**config.mk**
```make
export PLATFORM = sky130hd
export DESIGN_NAME = dpt_timer
export DESIGN_NICKNAME = d
export VERILOG_FILES = /design/src/verilog/dpt_pkg.sv /design/src/verilog/dpt_timer.sv
export SDC_FILE = /design/constraint.sdc
export NUM_CORES = 1
export LEC_CHECK = 0
export ABC_AREA = 1
export ABC_CLOCK_PERIOD_IN_PS = 8100
export BUFFER_PORTS_ARGS = -buffer_cell sky130_fd_sc_hd__buf_2
export CAP_MARGIN = 10
export CORE_UTILIZATION = 55
export DETAILED_ROUTE_END_ITERATION = 16
export HOLD_SLACK_MARGIN = 0.06
export PLACE_DENSITY = 0.72
export SKIP_LAST_GASP = 1
export SYNTH_ARGS = -nofsm -noshare
export SYNTH_HDL_FRONTEND = slang
export SYNTH_SLANG_ARGS = --single-unit
export TNS_END_PERCENT = 100
```
**constraint.sdc**
```tcl
create_clock -name clk_sys_i -period 8.1 [get_ports clk_sys_i]
set_input_delay 2.025 -clock clk_sys_i [delete_from_list [all_inputs] [get_ports clk_sys_i]]
set_output_delay 2.025 -clock clk_sys_i [all_outputs]
set_load 0.005 [all_outputs]
```
**src/verilog/dpt_pkg.sv**
```systemverilog
// Purpose: Constants for the dual PWM timer block
// Assumes: APB slave, 32-bit data, word-aligned registers
// Notes: Offsets are local choices
package dpt_pkg;
  // ----------------------------------------------------------
  // Register offsets
  // ----------------------------------------------------------
  localparam logic [7:0] DPT_CTRL_OFS = 8'h00;
  localparam logic [7:0] DPT_HIGH_OFS = 8'h04;
  localparam logic [7:0] DPT_LOW_OFS = 8'h08;
  localparam logic [7:0] DPT_IVL_OFS = 8'h0C;
  localparam logic [7:0] DPT_SFRZ_OFS = 8'h10;
  localparam logic [7:0] DPT_CFRZ_OFS = 8'h14;
  localparam logic [7:0] DPT_TCTRL_OFS = 8'h18;
  localparam logic [7:0] DPT_TPER_OFS = 8'h1C;
  localparam logic [7:0] DPT_DUTY0_OFS = 8'h20;
  localparam logic [7:0] DPT_STAT_OFS = 8'h2C;
  // ----------------------------------------------------------
  // Field positions
  // ----------------------------------------------------------
  localparam int CTRL_RUN_BIT = 0;
  localparam int CTRL_FAST_BIT = 1;
  localparam int CTRL_DIV10_BIT = 2;
  localparam int CTRL_BURST_BIT = 3;
  localparam int CTRL_FDIV_LSB = 4;
  localparam int TCTRL_EN_BIT = 0;
  localparam int TCTRL_HWP_BIT = 1;
  localparam int TCTRL_SWP_BIT = 2;
  localparam int TCTRL_DIV_LSB = 3;
  localparam int FRZ_BIT = 0;
  // ----------------------------------------------------------
  // Reset values and counts
  // ----------------------------------------------------------
  localparam logic [15:0] DPT_RELOAD_RST = 16'h0000;
  localparam logic [3:0] DPT_DIV10_LAST = 4'h9;
endpackage

```
**src/verilog/dpt_timer.sv**
```systemverilog
// Purpose: Dual PWM timer block, 16-bit PWM timer and 14-bit triple PWM
// Assumes: Single clock, slow clock given as a synchronous tick input
// Notes: APB slave, zero wait states
//
// Behaviour
// - Run bit starts timer, loads both counters
// - Period zero toggles phase, alternates shadow reload
// - Primary high in high phase; secondary inverted
// - Burst option: half-rate square in high phase
// - Interval zero waits for low-phase end, interrupts
// - Terminal point reloads counters and shadows
// - Shadows update only at start and terminal point
// - Interrupt also raised at start-up
// - Disabled timer reset except reload registers
// - Reload addresses read live counters
// - Freeze bit stops counting, clear resumes
// - Counters and reloads reset to zero
// - Slow clock default, fast divided; interval /10
// - Triple PWM clock divide 1,2,4,8; enable
// - Triple PWM counters are 14 bits
// - Period counter at zero: outputs high, reload
// - Duty up-counter match drives channel low
// - Duty counter reset while period is zero
// - Radio activity pauses duty, outputs low
// - Software pause bit clear disables pause
`timescale 1ns/1ps
`default_nettype none
module dpt_timer
  import dpt_pkg::*;
#(
  parameter int TW = 16,
  parameter int PW = 14
) (
  input wire logic clk_sys_i, // System clock 250 MHz
  input wire logic rst_n_i, // Synchronous reset, active low
  input wire logic slow_tick_i, // One-cycle tick of the slow clock
  input wire logic radio_tx_i, // Radio transmit active
  input wire logic radio_rx_i, // Radio receive active
  input wire logic psel_i, // APB select
  input wire logic penable_i, // APB enable
  input wire logic pwrite_i, // APB write
  input wire logic [7:0] paddr_i, // APB byte address
  input wire logic [31:0] pwdata_i, // APB write data
  output logic [31:0] prdata_o, // APB read data
  output logic pready_o, // APB ready
  output logic pslverr_o, // APB error
  output logic primary_pwm_out_o, // Timer PWM
  output logic secondary_pwm_out_o, // Inverted timer PWM
  output logic timer_interrupt_o, // Terminal event pulse
  output logic [2:0] triple_pwm_output_o // Triple PWM outputs
);
  initial begin
    if (TW != 16 || PW != 14) $error("dpt_timer: unsupported widths");
  end
  // ----------------------------------------------------------
  // Register file
  // ----------------------------------------------------------
  logic [7:0] ctrl_r;
  logic [TW-1:0] high_phase_reload_r, low_phase_reload_r, interval_reload_r;
  logic timer_freeze_bit_r;
  logic [5:0] triple_pwm_control_r;
  logic [PW-1:0] period_value_r;
  logic [PW-1:0] duty_r [3];
  logic [TW-1:0] period_counter_r, interval_counter_r;
  logic [PW-1:0] shared_period_counter_r, duty_up_counter_r;
  logic phase_low_r, started_r;
  wire acc = psel_i && penable_i;
  wire wr = acc && pwrite_i;
  wire run = ctrl_r[CTRL_RUN_BIT];

  function automatic logic hit(input logic [7:0] a, input logic [7:0] o);
    hit = (a == o);
  endfunction

  always_ff @(posedge clk_sys_i) begin
    if (!rst_n_i) begin
      ctrl_r <= 8'h00;
      high_phase_reload_r <= DPT_RELOAD_RST;
      low_phase_reload_r <= DPT_RELOAD_RST;
      interval_reload_r <= DPT_RELOAD_RST;
      triple_pwm_control_r <= 6'h00;
      period_value_r <= '0;
    end else if (wr) begin
      if (hit(paddr_i, DPT_CTRL_OFS)) ctrl_r <= pwdata_i[7:0];
      if (hit(paddr_i, DPT_HIGH_OFS)) high_phase_reload_r <= pwdata_i[TW-1:0];
      if (hit(paddr_i, DPT_LOW_OFS)) low_phase_reload_r <= pwdata_i[TW-1:0];
      if (hit(paddr_i, DPT_IVL_OFS)) interval_reload_r <= pwdata_i[TW-1:0];
      if (hit(paddr_i, DPT_TCTRL_OFS)) triple_pwm_control_r <= pwdata_i[5:0];
      if (hit(paddr_i, DPT_TPER_OFS)) period_value_r <= pwdata_i[PW-1:0];
    end
  end

  genvar g;
  generate
    for (g = 0; g < 3; g++) begin : g_duty
      always_ff @(posedge clk_sys_i) begin
        if (!rst_n_i) begin
          duty_r[g] <= '0;
        end else if (wr && hit(paddr_i, DPT_DUTY0_OFS + 8'(4 * g))) begin
          duty_r[g] <= pwdata_i[PW-1:0];
        end
      end
    end
  endgenerate

  // Freeze set and clear through separate strobe registers
  always_ff @(posedge clk_sys_i) begin
    if (!rst_n_i) begin
      timer_freeze_bit_r <= 1'b0;
    end else if (wr && hit(paddr_i, DPT_SFRZ_OFS) && pwdata_i[FRZ_BIT]) begin
      timer_freeze_bit_r <= 1'b1;
    end else if (wr && hit(paddr_i, DPT_CFRZ_OFS) && pwdata_i[FRZ_BIT]) begin
      timer_freeze_bit_r <= 1'b0;
    end
  end

  // ----------------------------------------------------------
  // APB read path
  // ----------------------------------------------------------
  logic [31:0] rd;
  logic mapped;
  always_comb begin
    rd = 32'h0000_0000;
    mapped = 1'b1;
    case (paddr_i)
      DPT_CTRL_OFS: rd = {24'h000000, ctrl_r};
      DPT_HIGH_OFS, DPT_LOW_OFS: rd = {16'h0000, period_counter_r};
      DPT_IVL_OFS: rd = {16'h0000, interval_counter_r};
      DPT_SFRZ_OFS, DPT_CFRZ_OFS: rd = {31'h0, timer_freeze_bit_r};
      DPT_TCTRL_OFS: rd = {26'h0, triple_pwm_control_r};
      DPT_TPER_OFS: rd = {18'h0, period_value_r};
      DPT_DUTY0_OFS: rd = {18'h0, duty_r[0]};
      8'h24: rd = {18'h0, duty_r[1]};
      8'h28: rd = {18'h0, duty_r[2]};
      DPT_STAT_OFS: rd = {18'h0, duty_up_counter_r};
      default: mapped = 1'b0;
    endcase
  end

  always_ff @(posedge clk_sys_i) begin
    if (!rst_n_i) begin
      prdata_o <= 32'h0000_0000;
      pready_o <= 1'b0;
      pslverr_o <= 1'b0;
    end else begin
      pready_o <= psel_i && !penable_i;
      pslverr_o <= psel_i && !penable_i && !mapped;
      prdata_o <= (psel_i && !penable_i && !pwrite_i) ? rd : 32'h0000_0000;
    end
  end
  // Note: pready rises in the access cycle, so every transfer is two cycles.

  // ----------------------------------------------------------
  // Timer clock selection
  // ----------------------------------------------------------
  logic [2:0] fdiv_r;
  logic [3:0] div10_r;
  wire [1:0] fsel = ctrl_r[CTRL_FDIV_LSB +: 2];
  logic fast_tick;
  always_comb begin
    case (fsel)
      2'h0: fast_tick = 1'b1;
      2'h1: fast_tick = fdiv_r[0];
      2'h2: fast_tick = &fdiv_r[1:0];
      default: fast_tick = &fdiv_r;
    endcase
  end
  wire tick = !timer_freeze_bit_r &&
              (ctrl_r[CTRL_FAST_BIT] ? fast_tick : slow_tick_i);
  wire ivl_tick = tick && (!ctrl_r[CTRL_DIV10_BIT] || div10_r == DPT_DIV10_LAST);

  always_ff @(posedge clk_sys_i) begin
    if (!rst_n_i || !run) begin
      fdiv_r <= 3'h0;
      div10_r <= 4'h0;
    end else begin
      fdiv_r <= fdiv_r + 3'h1;
      if (tick) div10_r <= (div10_r == DPT_DIV10_LAST) ? 4'h0 : div10_r + 4'h1;
    end
  end

  // ----------------------------------------------------------
  // Timer counters
  // ----------------------------------------------------------
  logic [TW-1:0] hi_shadow_r, lo_shadow_r;
  logic burst_r;
  wire term = started_r && tick && phase_low_r &&
              period_counter_r == '0 && interval_counter_r == '0;
  wire start = run && !started_r;

  always_ff @(posedge clk_sys_i) begin
    if (!rst_n_i || !run) begin
      period_counter_r <= '0;
      interval_counter_r <= '0;
      hi_shadow_r <= '0;
      lo_shadow_r <= '0;
      phase_low_r <= 1'b0;
      started_r <= 1'b0;
    end else if (start || term) begin
      started_r <= 1'b1;
      period_counter_r <= high_phase_reload_r;
      interval_counter_r <= interval_reload_r;
      hi_shadow_r <= high_phase_reload_r;
      lo_shadow_r <= low_phase_reload_r;
      phase_low_r <= 1'b0;
    end else if (tick) begin
      if (period_counter_r == '0) begin
        if (!(phase_low_r && interval_counter_r == '0)) begin
          phase_low_r <= !phase_low_r;
          period_counter_r <= phase_low_r ? hi_shadow_r : lo_shadow_r;
        end
      end else begin
        period_counter_r <= period_counter_r - 1'b1;
      end
      if (ivl_tick && interval_counter_r != '0) begin
        interval_counter_r <= interval_counter_r - 1'b1;
      end
    end
  end

  always_ff @(posedge clk_sys_i) begin
    if (!rst_n_i || !run || phase_low_r) begin
      burst_r <= 1'b0;
    end else if (tick) begin
      burst_r <= !burst_r;
    end
  end

  wire prim = started_r && !phase_low_r &&
              (!ctrl_r[CTRL_BURST_BIT] || burst_r);
  always_ff @(posedge clk_sys_i) begin
    if (!rst_n_i || !run) begin
      primary_pwm_out_o <= 1'b0;
      secondary_pwm_out_o <= 1'b1;
      timer_interrupt_o <= 1'b0;
    end else begin
      primary_pwm_out_o <= prim;
      secondary_pwm_out_o <= !prim;
      timer_interrupt_o <= start || term;
    end
  end

  // ----------------------------------------------------------
  // Triple PWM
  // ----------------------------------------------------------
  logic [2:0] tdiv_r;
  wire t_en = triple_pwm_control_r[TCTRL_EN_BIT];
  wire [1:0] tsel = triple_pwm_control_r[TCTRL_DIV_LSB +: 2];
  logic t_tick;
  always_comb begin
    case (tsel)
      2'h0: t_tick = 1'b1;
      2'h1: t_tick = tdiv_r[0];
      2'h2: t_tick = &tdiv_r[1:0];
      default: t_tick = &tdiv_r;
    endcase
  end
  // Pause only when both hardware and software pause bits are set
  wire pause = triple_pwm_control_r[TCTRL_HWP_BIT] && triple_pwm_control_r[TCTRL_SWP_BIT] &&
               (radio_tx_i || radio_rx_i);
  wire per_zero = shared_period_counter_r == '0;

  always_ff @(posedge clk_sys_i) begin
    if (!rst_n_i || !t_en) begin
      tdiv_r <= 3'h0;
      shared_period_counter_r <= '0;
    end else begin
      tdiv_r <= tdiv_r + 3'h1;
      if (t_tick) begin
        shared_period_counter_r <= per_zero ? period_value_r :
                                   shared_period_counter_r - 1'b1;
      end
    end
  end

  always_ff @(posedge clk_sys_i) begin
    if (!rst_n_i || !t_en || period_value_r == '0) begin
      duty_up_counter_r <= '0;
    end else if (t_tick && !pause) begin
      // Radio activity holds the count, a period wrap included
      if (per_zero) duty_up_counter_r <= '0;
      else duty_up_counter_r <= duty_up_counter_r + 1'b1;
    end
  end

  logic [2:0] ch_r;
  generate
    for (g = 0; g < 3; g++) begin : g_ch
      always_ff @(posedge clk_sys_i) begin
        if (!rst_n_i || !t_en) begin
          ch_r[g] <= 1'b0;
        end else if (t_tick && per_zero) begin
          ch_r[g] <= 1'b1;
        end else if (t_tick && duty_up_counter_r == duty_r[g]) begin
          ch_r[g] <= 1'b0;
        end
      end
    end
  endgenerate

  always_ff @(posedge clk_sys_i) begin
    if (!rst_n_i) begin
      triple_pwm_output_o <= 3'h0;
    end else begin
      triple_pwm_output_o <= pause ? 3'h0 : ch_r;
    end
  end

  // ----------------------------------------------------------
  // Checks
  // ----------------------------------------------------------
  AST_INV: assert property (@(posedge clk_sys_i) disable iff (!rst_n_i)
    secondary_pwm_out_o == !primary_pwm_out_o) else $error("pwm not inverse");
  AST_START: assert property (@(posedge clk_sys_i) disable iff (!rst_n_i)
    start |=> timer_interrupt_o) else $error("no start irq");
  AST_PULSE: assert property (@(posedge clk_sys_i) disable iff (!rst_n_i)
    timer_interrupt_o |=> !timer_interrupt_o || $past(term)) else $error("irq long");
  AST_OFF: assert property (@(posedge clk_sys_i) disable iff (!rst_n_i)
    !run |=> period_counter_r == '0 && interval_counter_r == '0) else $error("off");
  AST_FRZ: assert property (@(posedge clk_sys_i) disable iff (!rst_n_i)
    timer_freeze_bit_r && run && started_r |=> $stable(period_counter_r))
    else $error("frozen moved");
  AST_TERM: assert property (@(posedge clk_sys_i) disable iff (!rst_n_i)
    term && run |=> period_counter_r == $past(high_phase_reload_r))
    else $error("no reload");
  AST_PAUSE: assert property (@(posedge clk_sys_i) disable iff (!rst_n_i)
    pause |=> triple_pwm_output_o == 3'h0) else $error("pause out");
  AST_PZERO: assert property (@(posedge clk_sys_i) disable iff (!rst_n_i)
    period_value_r == '0 ##1 period_value_r == '0 |-> duty_up_counter_r == '0)
    else $error("duty run");
endmodule
`default_nettype wire

```
==> impl_metrics.yaml <==
floorplan:
  ios: 88
  die_w_um: 153
  rows: 55
  die-area_mm2: 0.0236
  die_y_um: 153
  start_util: 0.559
  core_area_mm2: 0.0226
timing:
  slew-limit-headroom: 0.250
  tns_ps: 0
  fin_worst_skew_ps: 15.7
  min_period_ps: 4260
  grt_setup_unrepaired: "false"
  hold_viol_final: 0
  finalSetupViolCount: 0
  finalCritPeriodShare: 0.525
  drv_slew: 0
  layout_setup_ws_ps: 3840
  worst_pin_slew_ps: 1120
  max_freq_mhz: 235
setup_path:
  r2r_cells: 14
  worstSetupPathType: "in2reg"
  crit_chain: "buf_2 > nor2_1 > nand3_1 > a21oi_2 > nor3_1 > nand3_1 > nand2_1 > a21oi_1"
  critPathLaunch: "paddr_i[1]"
  crit_buf_inv: 1
  crit_path_max_fanout: 16
  path_depth: 8
  critPathLaunchType: "primary input"
  max_stage_delay_ps: 830
  r2r_start: "fdiv_r[0]$_SDFF_PP0_"
  crit_required_ps: 8500
  cp.arrival_ps: 4650
  worst_setup_path_end_kind: "register"
  path_common_cell: "nand3_1"
  slowest_stage: "a21oi_2"
  cp_top_family: "compound AO/OA/AOI/OAI gates"
synth:
  netlist.area_leader.share: 0.332
  synth_area_mm2: 0.0126
  syn_avg_cell_area_um2: 7.05
  synth.distinct_cells: 44
  synth.area.top_cells: "dfxtp_1 (33%), nand2_1 (10%), edfxtp_1 (10%)"
  synth-compound-area-share: 0.144
  synth_top_family_by_area: "simple AND/OR/NAND/NOR gates"
  ys_ff_latch: 251
  ys_seq_area_frac: 0.431
  synthAdderAreaFrac: 0.00793
  synth_edf_count: 42
  synth-main-ff-cell: "dfxtp_1"
  synth_cells: 1791
  ys.warnings.count: 0
  muxShareOfSynthArea: 0
  synth_simple_gate_area_frac: 0.277
  synth_xor_area_frac: 0.0298
  post-synth-top-area-cell: "dfxtp_1"
  ys_async_sr_fraction: 0
detailed_routing:
  drt-initial-drc-count: 1315
  via_count: 11892
  ant_nets: 0
  wl_per_cell_um: 18.0
  routed_wl_um: 38000
  via_per_inst: 5.63
  dr.pass1.iters: 6
  drc_errors: 0
finish:
  drive_gt1_frac: 0.0877
  final_nets: 1861
  syn_to_final_growth_pct: 9.78
pwr:
  power_uw: 2650
  power_leakage_uw: 0.00587
  max-vdd-ir-drop_uv: 207
  powerDensity_mw_per_mm2: 191
clock_tree:
  cts-buffers-inserted: 27
  cts.htree.levels: 1
  cts-hold-fix-buffers: 0
  clk_pin_slew_ps: 60
  cts-root-buf: "clkbuf_16"
  clockBufferDepth: 3
  cts_setup_buffers: 0
  clk_latency_ps: 540
  cts_tree: "built"
  postCtsResizedCells: 0
  clock-sinks: 251
outcome:
  status: "complete, no violations"
place:
  io_buffer_count: 55
  gp_congestion: 0.985
  place_ws_ps: 3410
  hpwl_um: 27100
global_routing:
  grt_usage: 0.322
  grt-ovfl-total: 0
  grt_max_degree: 84
  antenna_found_initial: 1
  grt_first_pass_wirelength_um: 59200
  grt_pass1_vias: 10844
run:
  maxCapViolCount: 0
worst_hold_path:
  hold_path_class: "reg2reg"
  hold_depth: 2
  hold_path_startpoint: "ch_r[0]$_SDFFE_PP0P_"
power breakdown:
group / total (µW) / internal [µW] / switching (µW)
Combinational: 85.3 / 22.1 / 63.3
Sequential: 1290 / 1280 / 7.71
Clock: 1280 / 759 / 519
Total: 2650 / 2060 / 590
routing by layer:
layer | vias up | global-route usage | routed length (µm)
met1 | 5421 | 0.452 | 16300
met5 | - | 0 | 0
met3 | 88 | 0.0533 | 3690
li1 | 5815 | - | -
met2 | 568 | 0.493 | 16500
met4 | 0 | 0.130 | 1500
logic make-up (layout without fill, tap and decap cells):
logic type | Yosys count | in the layout
xor+xnor | 43 | 43
simple gates | 811 | 811
compound gates | 340 | 340
fa+ha+maj | 8 | 8
other cells | 1 | 17
buf+inv | 337 | 356
flops | 251 | 251
worst min-delay path, cell delays in order, from the launching register on:
cell     delay, ps
dfxtp_1        310
inv_1           50
nor2_1          30
final cells by class:
cell class / count / area, µm²
Antenna cell: 1 / 2.50
Clock buffer: 35 / 800
Clock inverter: 14 / 131
Fill cell: 2071 / 8720
Inverter: 243 / 912
Multi-Input combinational cell: 1218 / 5860
Sequential cell: 251 / 5450
Tap cell: 285 / 357
Timing Repair Buffer: 64 / 343
cell usage in the layout, fill, tap and decap left out, types with 2 or more instances in the layout:
cell          n
inv_1       225
o21ai_0     132
inv_2        15
clkbuf_1      2
a211oi_1      4
clkinvlp_4    3
a22oi_1      11
nand2_2       5
bufinv_16     2
a21oi_1     139
xor2_1       32
o21ai_2       3
nor2_4        4
ha_1          8
o211ai_1      4
clkinv_1      3
clkinv_2      8
or2_2         2
nand3_2       2
nand2_1     339
nor2_1      252
nand3_1     101
dfxtp_1     209
nor4_1        2
clkbuf_8      3
buf_2        55
o22ai_1      36
clkbuf_16    30
nor2_2       12
nand2_4       2
buf_4         9
a31oi_1       3
nand4_1      55
edfxtp_1     42
o21ai_1       4
nor3b_1       3
xnor2_1      11
conb_1       16
nor3_1       28
through the flow:
step                instances  area [µm²]  utilization  hold slack (ps)
floorplan                1806       12700            -              408
global placement         2061       12900        0.572              419
detailed placement       2061       12900        0.572              419
CTS                      2110       13900        0.614              426
global route             2110       13900        0.614              448
finish                   2111       13900        0.614              424
state kept, by name, summed over array words and instances (netlist names), 6 cells and up:
register,count
duty_r,42
hi_shadow_r,16
high_phase_reload_r,16
interval_counter_r,16
interval_reload_r,16
lo_shadow_r,16
low_phase_reload_r,16
period_counter_r,16
prdata_o,16
duty_up_counter_r,14
period_value_r,14
shared_period_counter_r,14
ctrl_r,8
triple_pwm_control_r,6
synth_stat cells, types with 11 or more instances:
library cell and count:
xnor2_1 11, nor3_1 28, a21oi_1 139, clkbuf_1 53, inv_1 225, xor2_1 32
edfxtp_1 42, o21ai_0 135, a22oi_1 11, nor2_2 12, nand3_1 101, buf_4 18
nand4_1 55, inv_2 15, nor2_1 252, nand2_1 339, dfxtp_1 209, o22ai_1 36
buf_2 19
final timing paths:
check / endpoint / slack (ps)
min: triple_pwm_output_o[0]$_SDFF_PP0_ / 420
max reg2reg: interval_counter_r[0]$_SDFFE_PP0P_ / 4900
max: prdata_o[6]$_SDFF_PN0_ / 3840
min reg2reg: triple_pwm_output_o[0]$_SDFF_PP0_ / 420
Note: power is estimated with default switching activity, not from simulation.
